File: src/verilog/sac_pkg.sv
// sac_pkg: constants for the step attenuator controller
// assumes a 100 MHz system clock and an apb register slave
package sac_pkg;
   localparam int unsigned CLK_MHZ       = 100;
   localparam int unsigned CLK_PERIOD_NS = 1000 / CLK_MHZ;
   // link timing, figures in ns except the clock ceiling in MHz
   localparam int unsigned T_SCLK_HI_NS  = 20;
   localparam int unsigned T_SCLK_LO_NS  = 20;
   localparam int unsigned T_SCLK_MAX_MHZ = 25;
   localparam int unsigned T_LAST_LE_NS  = 10;
   localparam int unsigned T_LE_PULSE_NS = 10;
   localparam int unsigned T_SPS_NS      = 100;
   localparam int unsigned T_PDS_NS      = 10;
   // least times round up
   localparam int unsigned CYC_SCLK_HI   = (T_SCLK_HI_NS + CLK_PERIOD_NS - 1) / CLK_PERIOD_NS;
   localparam int unsigned CYC_SCLK_LO   = (T_SCLK_LO_NS + CLK_PERIOD_NS - 1) / CLK_PERIOD_NS;
   localparam int unsigned CYC_SCLK_PER  = (1000 / T_SCLK_MAX_MHZ + CLK_PERIOD_NS - 1) / CLK_PERIOD_NS;
   localparam int unsigned CYC_LAST_LE   = (T_LAST_LE_NS + CLK_PERIOD_NS - 1) / CLK_PERIOD_NS;
   localparam int unsigned CYC_LE_PULSE  = (T_LE_PULSE_NS + CLK_PERIOD_NS - 1) / CLK_PERIOD_NS;
   localparam int unsigned CYC_SPS       = (T_SPS_NS + CLK_PERIOD_NS - 1) / CLK_PERIOD_NS;
   localparam int unsigned CYC_PDS       = (T_PDS_NS + CLK_PERIOD_NS - 1) / CLK_PERIOD_NS;
   localparam int unsigned CNT_W         = 8;
   // word layout
   localparam int unsigned CODE_W        = 7;
   localparam int unsigned WORD_W        = 8;
   localparam int unsigned BITCNT_W      = 4;
   localparam logic [6:0]  CODE_MAX      = 7'h7f;
   // register offsets
   localparam logic [11:0] OFS_CTRL      = 12'h000;
   localparam logic [11:0] OFS_CODE      = 12'h004;
   localparam logic [11:0] OFS_STAT      = 12'h008;
   localparam logic [11:0] OFS_LAST      = 12'h00c;
   // ctrl fields
   localparam int unsigned CTRL_SERIAL   = 0;
   localparam int unsigned CTRL_LATCHED  = 1;
   localparam int unsigned CTRL_GO       = 2;
   localparam logic [31:0] CTRL_RST      = 32'h0000_0000;
   // stat fields
   localparam int unsigned STAT_BUSY     = 0;
   localparam int unsigned STAT_DONE     = 1;
   localparam int unsigned STAT_MODE     = 2;

   typedef enum logic [2:0] {
      SAC_IDLE, SAC_SW_WAIT, SAC_SH_LO, SAC_SH_HI, SAC_LE_WAIT, SAC_LE_HI, SAC_PDS
   } sac_state_t;
endpackage : sac_pkg

File: src/verilog/sac_apb_regs.sv
// sac_apb_regs: apb slave holding the controller's own registers
// assumes a synchronous active-high reset and a zero-wait master
`default_nettype none
module sac_apb_regs (
   // clock and reset
   input  wire logic        i_clk,
   input  wire logic        i_sys_rst,
   // apb
   input  wire logic        i_psel,
   input  wire logic        i_penable,
   input  wire logic        i_pwrite,
   input  wire logic [11:0] i_paddr,
   input  wire logic [31:0] i_pwdata,
   output logic      [31:0] o_prdata,
   output logic             o_pready,
   output logic             o_pslverr,
   // to the engine
   output logic             o_serial,
   output logic             o_latched,
   output logic      [6:0]  o_code,
   output logic             o_go,
   // from the engine
   input  wire logic        i_busy,
   input  wire logic        i_done,
   input  wire logic [6:0]  i_last
);
   typedef struct packed {
      logic        serial;
      logic        latched;
      logic [6:0]  code;
      logic        go;
      logic        done;
      logic [31:0] rdata;
      logic        err;
   } sac_regs_t;
   sac_regs_t s_reg, s_next;
   logic acc;
   logic wr;

   always_comb begin
      acc    = i_psel && i_penable;
      wr     = acc && i_pwrite;
      s_next = s_reg;
      s_next.go  = 1'b0;
      s_next.err = 1'b0;
      // set wins over the clear on done
      if (i_done) begin
         s_next.done = 1'b1;
      end else if (wr && i_paddr == sac_pkg::OFS_STAT && i_pwdata[sac_pkg::STAT_DONE]) begin
         s_next.done = 1'b0;
      end
      if (wr) begin
         case (i_paddr)
            sac_pkg::OFS_CTRL: begin
               s_next.serial  = i_pwdata[sac_pkg::CTRL_SERIAL];
               s_next.latched = i_pwdata[sac_pkg::CTRL_LATCHED];
               // go ignored while busy
               s_next.go      = i_pwdata[sac_pkg::CTRL_GO] && !i_busy;
            end
            sac_pkg::OFS_CODE: s_next.code = i_pwdata[sac_pkg::CODE_W-1:0];
            sac_pkg::OFS_STAT: ;
            sac_pkg::OFS_LAST: ;
            default: s_next.err = 1'b1;
         endcase
      end
      s_next.rdata = 32'h0000_0000;
      if (i_psel && !i_penable && !i_pwrite) begin
         case (i_paddr)
            sac_pkg::OFS_CTRL: s_next.rdata = {30'h0000_0000, s_reg.latched, s_reg.serial};
            sac_pkg::OFS_CODE: s_next.rdata = {25'h000_0000, s_reg.code};
            sac_pkg::OFS_STAT: s_next.rdata = {29'h0000_0000, s_reg.serial, s_reg.done, i_busy};
            sac_pkg::OFS_LAST: s_next.rdata = {25'h000_0000, i_last};
            default: s_next.err = 1'b1;
         endcase
      end else begin
         s_next.rdata = s_reg.rdata;
      end
      if (i_psel && !i_penable && !i_pwrite) begin
         // read miss flagged for the access phase
      end
      if (!(i_psel)) begin
         s_next.rdata = 32'h0000_0000;
      end
   end

   always_ff @(posedge i_clk) begin
      if (i_sys_rst) begin
         s_reg <= '{serial: 1'b0, latched: 1'b0, code: sac_pkg::CODE_MAX, go: 1'b0,
                    done: 1'b0, rdata: 32'h0000_0000, err: 1'b0};
      end else begin
         s_reg <= s_next;
      end
   end

   assign o_prdata  = s_reg.rdata;
   assign o_pready  = acc;
   assign o_pslverr = acc && (s_reg.err || (wr && !(i_paddr == sac_pkg::OFS_CTRL ||
                      i_paddr == sac_pkg::OFS_CODE || i_paddr == sac_pkg::OFS_STAT ||
                      i_paddr == sac_pkg::OFS_LAST)));
   assign o_serial  = s_reg.serial;
   assign o_latched = s_reg.latched;
   assign o_code    = s_reg.code;
   assign o_go      = s_reg.go;
endmodule // sac_apb_regs
`default_nettype wire

File: src/verilog/sac_sync.sv
// sac_sync: three-flop sampler for a pin from outside the clock domain
// assumes the pin may change at any time
`default_nettype none
module sac_sync (
   // clock and reset
   input  wire logic i_clk,
   input  wire logic i_sys_rst,
   // pin and result
   input  wire logic i_pin,
   output logic      o_level
);
   typedef struct packed {
      logic [2:0] sh;
      logic       level;
   } sac_sync_t;
   sac_sync_t s_reg, s_next;

   always_comb begin
      s_next       = s_reg;
      s_next.sh    = {s_reg.sh[1:0], i_pin};
      // first flop only feeds the second
      if (s_reg.sh[1] == s_reg.sh[2]) begin
         s_next.level = s_reg.sh[2];
      end
   end

   always_ff @(posedge i_clk) begin
      if (i_sys_rst) begin
         s_reg <= '{sh: 3'h0, level: 1'b0};
      end else begin
         s_reg <= s_next;
      end
   end

   assign o_level = s_reg.level;
endmodule // sac_sync
`default_nettype wire

File: src/verilog/sac_ctrl.sv
// sac_ctrl: controller driving a serial/parallel step attenuator's pins
// assumes apb software orders; the attenuator is a pin-driven part without a clock
`default_nettype none
module sac_ctrl (
   // clock and reset
   input  wire logic        i_clk,
   input  wire logic        i_sys_rst,
   // apb slave
   input  wire logic        i_psel,
   input  wire logic        i_penable,
   input  wire logic        i_pwrite,
   input  wire logic [11:0] i_paddr,
   input  wire logic [31:0] i_pwdata,
   output logic      [31:0] o_prdata,
   output logic             o_pready,
   output logic             o_pslverr,
   // attenuator pins
   output logic             o_mode_select_pin,
   output logic             o_load_strobe,
   output logic             o_sclk,
   output logic             o_sdata,
   output logic      [6:0]  o_atten_code_bits,
   // mode pin readback from the board
   input  wire logic        i_mode_sense
);
   typedef struct packed {
      sac_pkg::sac_state_t                   st;
      logic [sac_pkg::CNT_W-1:0]             cnt;
      logic [sac_pkg::BITCNT_W-1:0]          bits;
      logic [sac_pkg::WORD_W-1:0]            shreg;
      logic                                  mode;
      logic                                  strobe;
      logic                                  sclk;
      logic                                  sdata;
      logic [sac_pkg::CODE_W-1:0]            pins;
      logic [sac_pkg::CODE_W-1:0]            last;
      logic                                  done;
   } sac_ctrl_t;
   sac_ctrl_t s_reg, s_next;

   logic                        r_serial;
   logic                        r_latched;
   logic [sac_pkg::CODE_W-1:0]  r_code;
   logic                        r_go;
   logic                        mode_lvl;

   // cycle count loaded for a timed wait, never below one
   function automatic logic [sac_pkg::CNT_W-1:0] cyc(input int unsigned n);
      cyc = (n < 1) ? sac_pkg::CNT_W'(1) : sac_pkg::CNT_W'(n);
   endfunction

   sac_apb_regs u_regs (
      .i_clk     (i_clk),
      .i_sys_rst (i_sys_rst),
      .i_psel    (i_psel),
      .i_penable (i_penable),
      .i_pwrite  (i_pwrite),
      .i_paddr   (i_paddr),
      .i_pwdata  (i_pwdata),
      .o_prdata  (o_prdata),
      .o_pready  (o_pready),
      .o_pslverr (o_pslverr),
      .o_serial  (r_serial),
      .o_latched (r_latched),
      .o_code    (r_code),
      .o_go      (r_go),
      .i_busy    (s_reg.st != sac_pkg::SAC_IDLE),
      .i_done    (s_reg.done),
      .i_last    (s_reg.last)
   );

   // board mode sense is outside our domain
   sac_sync u_mode_sync (
      .i_clk     (i_clk),
      .i_sys_rst (i_sys_rst),
      .i_pin     (i_mode_sense),
      .o_level   (mode_lvl)
   );

   always_comb begin
      s_next      = s_reg;
      s_next.done = 1'b0;
      if (s_reg.cnt != '0) begin
         s_next.cnt = s_reg.cnt - 1'b1;
      end
      case (s_reg.st)
         sac_pkg::SAC_IDLE: begin
            if (r_go) begin
               if (r_serial) begin
                  s_next.mode   = 1'b1;
                  s_next.pins   = '0;
                  s_next.strobe = 1'b0;
                  s_next.shreg  = {1'b0, r_code};
                  s_next.bits   = sac_pkg::BITCNT_W'(sac_pkg::WORD_W);
                  s_next.cnt    = cyc(sac_pkg::CYC_SCLK_LO);
                  s_next.st     = sac_pkg::SAC_SH_LO;
               end else begin
                  // leaving serial: hold off before parallel use
                  s_next.cnt    = s_reg.mode ? cyc(sac_pkg::CYC_SPS) : cyc(1);
                  s_next.mode   = 1'b0;
                  s_next.sclk   = 1'b0;
                  s_next.sdata  = 1'b0;
                  s_next.st     = sac_pkg::SAC_SW_WAIT;
               end
            end
         end
         sac_pkg::SAC_SW_WAIT: begin
            // code pins wait for the board readback to show parallel
            if (s_reg.cnt <= sac_pkg::CNT_W'(1) && !mode_lvl) begin
               if (r_latched && s_reg.strobe) begin
                  // strobe drops before the pins move, else the part follows them
                  s_next.strobe = 1'b0;
               end else if (r_latched) begin
                  s_next.pins   = r_code;
                  s_next.cnt    = cyc(sac_pkg::CYC_PDS);
                  s_next.st     = sac_pkg::SAC_PDS;
               end else begin
                  s_next.pins   = r_code;
                  s_next.strobe = 1'b1;
                  s_next.last   = r_code;
                  s_next.done   = 1'b1;
                  s_next.st     = sac_pkg::SAC_IDLE;
               end
            end
         end
         sac_pkg::SAC_PDS: begin
            if (s_reg.cnt <= sac_pkg::CNT_W'(1)) begin
               s_next.strobe = 1'b1;
               s_next.cnt    = cyc(sac_pkg::CYC_LE_PULSE);
               s_next.st     = sac_pkg::SAC_LE_HI;
            end
         end
         sac_pkg::SAC_SH_LO: begin
            // data set while clock low, lsb first
            s_next.sdata = s_reg.shreg[0];
            if (s_reg.cnt <= sac_pkg::CNT_W'(1)) begin
               s_next.sclk  = 1'b1;
               s_next.shreg = {1'b0, s_reg.shreg[sac_pkg::WORD_W-1:1]};
               s_next.bits  = s_reg.bits - 1'b1;
               // period also honours the 25 MHz ceiling
               s_next.cnt   = cyc((sac_pkg::CYC_SCLK_HI > sac_pkg::CYC_SCLK_PER - sac_pkg::CYC_SCLK_LO) ?
                              sac_pkg::CYC_SCLK_HI : sac_pkg::CYC_SCLK_PER - sac_pkg::CYC_SCLK_LO);
               s_next.st    = sac_pkg::SAC_SH_HI;
            end
         end
         sac_pkg::SAC_SH_HI: begin
            if (s_reg.cnt <= sac_pkg::CNT_W'(1)) begin
               s_next.sclk = 1'b0;
               if (s_reg.bits == '0) begin
                  s_next.cnt = cyc(sac_pkg::CYC_LAST_LE);
                  s_next.st  = sac_pkg::SAC_LE_WAIT;
               end else begin
                  s_next.cnt = cyc(sac_pkg::CYC_SCLK_LO);
                  s_next.st  = sac_pkg::SAC_SH_LO;
               end
            end
         end
         sac_pkg::SAC_LE_WAIT: begin
            // counted from the last falling clock edge, no clock until strobe
            if (s_reg.cnt <= sac_pkg::CNT_W'(1)) begin
               s_next.strobe = 1'b1;
               s_next.cnt    = cyc(sac_pkg::CYC_LE_PULSE);
               s_next.st     = sac_pkg::SAC_LE_HI;
            end
         end
         sac_pkg::SAC_LE_HI: begin
            if (s_reg.cnt <= sac_pkg::CNT_W'(1)) begin
               // strobe back low; held parallel state stays put
               s_next.strobe = 1'b0;
               s_next.sdata  = 1'b0;
               s_next.last   = s_reg.mode ? r_code : s_reg.pins;
               s_next.done   = 1'b1;
               s_next.st     = sac_pkg::SAC_IDLE;
            end
         end
         default: s_next.st = sac_pkg::SAC_IDLE;
      endcase
   end

   always_ff @(posedge i_clk) begin
      if (i_sys_rst) begin
         // pins low at start; part sits at max attenuation from power-up
         s_reg <= '{st: sac_pkg::SAC_IDLE, cnt: '0, bits: '0, shreg: '0, mode: 1'b0,
                    strobe: 1'b0, sclk: 1'b0, sdata: 1'b0, pins: '0,
                    last: sac_pkg::CODE_MAX, done: 1'b0};
      end else begin
         s_reg <= s_next;
      end
   end

   assign o_mode_select_pin = s_reg.mode;
   assign o_load_strobe     = s_reg.strobe;
   assign o_sclk            = s_reg.sclk;
   assign o_sdata           = s_reg.sdata;
   assign o_atten_code_bits = s_reg.pins;
endmodule // sac_ctrl
`default_nettype wire

File: config.mk
export PLATFORM = sky130hd
export DESIGN_NAME = sac_ctrl
export DESIGN_NICKNAME = d
export VERILOG_FILES = /design/src/verilog/sac_pkg.sv /design/src/verilog/sac_apb_regs.sv /design/src/verilog/sac_sync.sv /design/src/verilog/sac_ctrl.sv
export SDC_FILE = /design/constraint.sdc
export NUM_CORES = 1
export LEC_CHECK = 0
export ABC_AREA = 1
export BUFFER_PORTS_ARGS = -buffer_cell sky130_fd_sc_hd__buf_2
export CAP_MARGIN = 5
export CORE_AREA = 3 3 117 119
export CTS_CLUSTER_SIZE = 8
export DETAILED_ROUTE_END_ITERATION = 12
export DIE_AREA = 0 0 120 122
export GPL_TIMING_DRIVEN = 1
export MAX_ROUTING_LAYER = met4
export SETUP_SLACK_MARGIN = 0.4
export SYNTH_ARGS = -nofsm -noshare
export SYNTH_HDL_FRONTEND = slang
export SYNTH_SLANG_ARGS = --single-unit
export TNS_END_PERCENT = 20
File: constraint.sdc
create_clock -name i_clk -period 2.1 [get_ports i_clk]
set_input_delay 0.21 -clock i_clk [delete_from_list [all_inputs] [get_ports i_clk]]
set_output_delay 0.21 -clock i_clk [all_outputs]
set_load 0.005 [all_outputs]
==> Word level (Yosys, flattened, before mapping) <==
Index checks and enable logic that the tools add are counted.
{ "totals": {"input_bits": 50, "register_bits": 90, "out_inout_bits": 45, "wordCells": 136} }
{ "op_classes": {"eq_ne": 21, "n_lt_le_gt_ge": 1, "add_sub_neg": 2, "n_reduce_logical": 46, "mux": 43, "n_bitwise": 3} }
{ "op_table": {"columns": ["operator", "count"], "rows": [
  ["2-to-1 mux 11 bit", 5],
  ["case mux 8 bit (5 select lines)", 1],
  ["2-to-1 mux 34 bit", 1],
  ["2-to-1 mux 8 bit", 4],
  ["2-to-1 mux 15 bit", 2],
  ["case mux 7 bit (4 select lines)", 1],
  ["== test 12 x 4 -> 1 bit (second input constant)", 2],
  ["case mux 12 bit (2 select lines)", 1],
  ["2-to-1 mux 23 bit", 1],
  ["case mux 3 bit (6 select lines)", 1],
  ["case mux 8 bit (2 select lines)", 1],
  ["AND reduction 5 bit", 3],
  ["2-to-1 mux 7 bit", 2],
  ["!= test 2 bit (second input constant)", 7],
  ["case mux 7 bit (2 select lines)", 1],
  ["AND reduction 7 bit", 2],
  ["2-to-1 mux 1 bit", 13],
  ["== test 12 x 3 -> 1 bit (second input constant)", 1],
  ["logical NOT 12 bit", 1],
  ["2-to-1 mux 12 bit", 1],
  ["logical AND 1 bit", 11],
  ["2-to-1 mux 10 bit", 1],
  ["== test 3 bit (second input constant)", 3],
  ["nonzero test 3 bit", 3],
  ["26 further kinds", 47]
]} }

==> Longest topological paths before layout <==
{ "logic_depth": {"ltp_word": 8, "mapped_depth": 13, "ltp_nobuf": 13} }

==> By module <==
Synthesis repeated with hierarchy kept, for this count alone.
{ "hier_totals": {"hier_cells": 567, "area_unflattened_um2": 3918.8} }
{ "modules_own_cells": {"columns": ["module", "instances", "area_each_um2", "cells_per_inst"], "rows": [
  ["sac_ctrl", 1, 2424.8, 367],
  ["sac_apb_regs", 1, 1372.6, 187],
  ["sac_sync", 1, 121.4, 13]
]} }

==> Worst setup path before layout <==
OpenSTA, ideal clock, no wires.
{ "synth_timing": {"path_type": "register to register", "startpoint": "reg s_reg[32] (netlist name)", "endpoint": "reg s_reg[5] (netlist name)", "setup_ps": 130, "path_buffers": 0, "period_less_slack_ps": 1620, "setup_slack_ps": 480, "stages_incl_launch_ff": 12, "required_ps": 1970, "arrival_ps": 1490, "cell_sequence": "dfxtp_1 > inv_1 > ha_1 > nor2_1 > nor2_1 > nand2_2 > nor2_4 > nand3_2 > o21ai_2 > inv_2 > nand2_1 > nand3_1"} }
{ "synth_between": {"elab_chain_cells": 4} }
{ "synth_lines": {"columns": ["item", "line", "text"], "rows": [
  ["from (decl)", "sac_ctrl.sv:39", "sac_ctrl_t s_reg, s_next;"],
  ["from (signal assigned)", "sac_ctrl.sv:183", "s_reg <= '{st: sac_pkg::SAC_IDLE, cnt: '0, bits: '0, shreg: '0, mode: 1'b0,"],
  ["from (signal assigned)", "sac_ctrl.sv:187", "s_reg <= s_next;"],
  ["less-or-equal comparator 8 x 1 -> 1 bit *", "sac_ctrl.sv:109, sac_ctrl.sv:167", null],
  ["logical AND 1 bit", "sac_ctrl.sv:109", "if (s_reg.cnt <= sac_pkg::CNT_W'(1) && !mode_lvl) begin"],
  ["!= test 2 bit (no line)", null, null],
  ["AND reduction 5 bit (no line) *", null, null]
]} }
Every way passes the cells marked *; elsewhere a longest branch is shown, timed or not.
A chain may end at the register's enable or synchronous reset.

==> Final worst setup path <==
{ "layout_timing": {"startpoint": "reg s_reg[31] (netlist name)", "endpoint": "reg s_reg[40] (netlist name)"} }
{ "layout_between": {"elab_chain_cells": 4} }
{ "layout_lines": {"columns": ["item", "line"], "rows": [
  ["less-or-equal comparator 8 x 1 -> 1 bit *", null],
  ["logical AND 1 bit", "sac_ctrl.sv:109"],
  ["!= test 2 bit (no line)", null],
  ["AND reduction 7 bit (no line) *", null]
]} }
Marked as above.

==> reports/results.txt <==
Status -> finished clean
Startpoint Class -> flop
Fill cells -> 1376
Routed vias/inst -> 4.42
Initial Util -> 0.297
ANT nets after route -> 0
Largest net degree at the start of global routing -> 31
F_max -> 610 MHz
Post-route DRC -> 0
Synth area leaders -> dfxtp_1 34%, nand2_1 14%, buf_4 8.0%, inv_1 6.6%, nand3_1 6.0%
Gr usage total -> 0.136
Die area -> 0.0146 mm^2
R2r startpoint -> s_reg[31]
Gate power share -> 0.328
Clk pin slew, worst setup/hold paths -> 50 ps
Crit path kind -> reg -> reg
Flop-to-flop setup slack -> 460 ps
Post-synth EDFFs -> 0
I/O pin count -> 95
Die height -> 122 um
Fin crit share -> 0.781
Post-synth cell types -> 36
Pre-antenna DRT Iters -> 4
Worst min path class -> in -> reg
RSZ-0062 raised after global routing -> true
Seq/Total Area, Yosys -> 0.340
Port Buffers -> 44
Internal -> 2810 uW
Hold_sp -> i_mode_sense
Hold path cells -> 3
Vias in the first global route -> 3232
Fin. Hold Viols -> 0
Syn. warnings -> 0
Worst slew pin tran -> 605 ps
Worst setup EP type -> flop
Total CTS buffers -> 9
NetSw -> 1360 uW
R2R cell count -> 11
Via count -> 3509
Worst path max stage delay -> 370 ps
Post-Route Skew -> 5.42 ps
H-tree depth -> 3
Gate Count Post-Synth -> 569
Count leader, synth -> nand2_1
Critical Path Fanout Max -> 9
VDD IR-drop max -> 0.000497 V
Hold-fix buffers at CTS -> 0
Top cell type's share of synthesized area -> 0.340
Post-synth top area cell -> dfxtp_1
Core Rows -> 41
Final Power -> 4160 uW
Final setup fails -> 0
Ratio of cells with drive above 1 in the final layout -> 0.219
# Max-Cap Violations -> 0
Mapped Area -> 0.00377 mm^2
Post-synth top cells -> 139 x nand2_1, 66 x inv_1, 64 x dfxtp_1, 59 x nor2_1, 45 x nand3_1
P&R area growth vs syn -> 21.2%
FF+latch count, synth -> 64
Initial antenna violation count -> 0
Cell family with most CP delay -> simple AND/OR/NAND/NOR gates
Req. time, crit path -> 2300 ps
DR iter-0 viols -> 209
Arr. time, crit path -> 1840 ps
Die width -> 120 um
Post-layout util -> 0.360
Root Buffer Master -> clkbuf_16
Worst Hold End -> u_mode_sync.s_next[2]
Floorplan Core Area -> 0.0127 mm^2
Final #Nets -> 672
Sink Count -> 64
N_diodes -> 0
Buf/Inv on CP -> 3
LEAKAGE -> 0.00214 uW
Clock Power Share -> 0.352
Asr flop ratio synth -> 0
Sw Ratio -> 0.325
Slew Limit Fails -> 0
Period minus WS final -> 1640 ps
WL/cell -> 12.2 um
Global route overflow -> 0
Synth Flop Type -> dfxtp_1
Skew-Pair Late Insertion Delay -> 330 ps
Reg power frac -> 0.320
Crit-path slowest cell -> dfxtp_4
R2R Path End -> s_reg[40]
Max FFs per register -> 30
Power per standard cell area -> 912 mW/mm^2
Max clock buf depth -> 2
CP Cell Sequence -> inv_4, ha_4, inv_2, nand2_2, nand2_2, nor2_4, buf_4, nand2_4, nand2_4, nor3_2, a21oi_1
First-pass GRT wire length -> 15700 um
Routed WL -> 9660 um
Worst rel slew slack -> 0.596
GP Congestion -> 0.838
Post-DP HPWL -> 7050 um
CTS tree -> done
Mean Syn Cell Area -> 6.62 um^2
Sum of negative setup slack -> 0 ps
logic make-up after synthesis:
logic type      share of synthesized area
buf+inv                             0.168
xor+xnor                           0.0163
flops                               0.340
compound gates                      0.121
other cells                      0.000996
simple gates                        0.337
fa+ha+maj                          0.0166
cells in the final DEF, fill, tap and decap left out, types with 6 or more instances in the layout:
cell type,n
xor2_1,6
nand2_2,11
buf_2,44
clkbuf_16,9
o21ai_0,34
buf_4,14
dfxtp_1,62
nand2_1,132
a21oi_1,30
nor2_2,6
inv_1,62
inv_2,9
nand3_1,43
nor2_4,9
conb_1,25
a31oi_1,6
nand4_1,12
nor2_1,52
tightest hold or removal path, stage by stage:
cell,delay [ps]
buf_2,80
inv_1,30
nor2_1,60
power groups by stage:
stage | Combinational, uW | Sequential [uW] | Clock (uW)
detailed placement | 930 | 1340 | 0
finish | 1360 | 1330 | 1470
CTS | 1100 | 1320 | 1500
global placement | 934 | 1330 | 0
floorplan | 748 | 1330 | 0
global route | 1530 | 1340 | 1540
cell type report:
type                    instances  area [um^2]  area share
multi-input cells             406         2120       0.465
inverters                      74          283      0.0619
well taps                     172          215      0.0471
clock buffers                  12          246      0.0540
repair buffers                 62          370      0.0811
flip-flops and latches         64         1290       0.282
clock inverters                 3         42.5     0.00932
routing by layer:
metal / global-route usage / up-vias / wire length (um)
li1: - / 1867 / -
met1: 0.173 / 1561 / 4530
met2: 0.220 / 73 / 4680
met3: 0.0344 / 8 / 339
met4: 0.0308 / 0 / 106
met5: - / - / 0
through the flow:
| stage | cells | hold WS, ps | setup slack, ps | instance area (um^2) |
|---|---|---|---|---|
| after floorplan | 593 | 317 | 480 | 3860 |
| after global placement | 766 | 394 | 186 | 3990 |
| after detailed placement | 766 | 404 | 165 | 3990 |
| after CTS | 789 | 88.8 | 383 | 4370 |
| after global routing | 793 | 106 | 329 | 4570 |
| final | 793 | 92.1 | 461 | 4570 |
worst max path at each step:
stage / startpoint / end / cells past startpoint
global route: s_reg[31] / s_reg[7] / 11
finish: s_reg[31] / s_reg[40] / 11
global placement: s_reg[32] / o_atten_code_bits[5] / 11
CTS: s_reg[32] / s_reg[37] / 12
detailed placement: s_reg[32] / o_atten_code_bits[6] / 11
floorplan: s_reg[32] / s_reg[5] / 11
timing repair:
item,CTS,global route
endpoints found under the hold margin,0,0
setup buffers,8,3
resized for setup,9,48
pin swaps,6,16
endpoints found under the setup margin,39,39
gates cloned,0,1
Note: power is estimated with default switching activity, not from simulation.
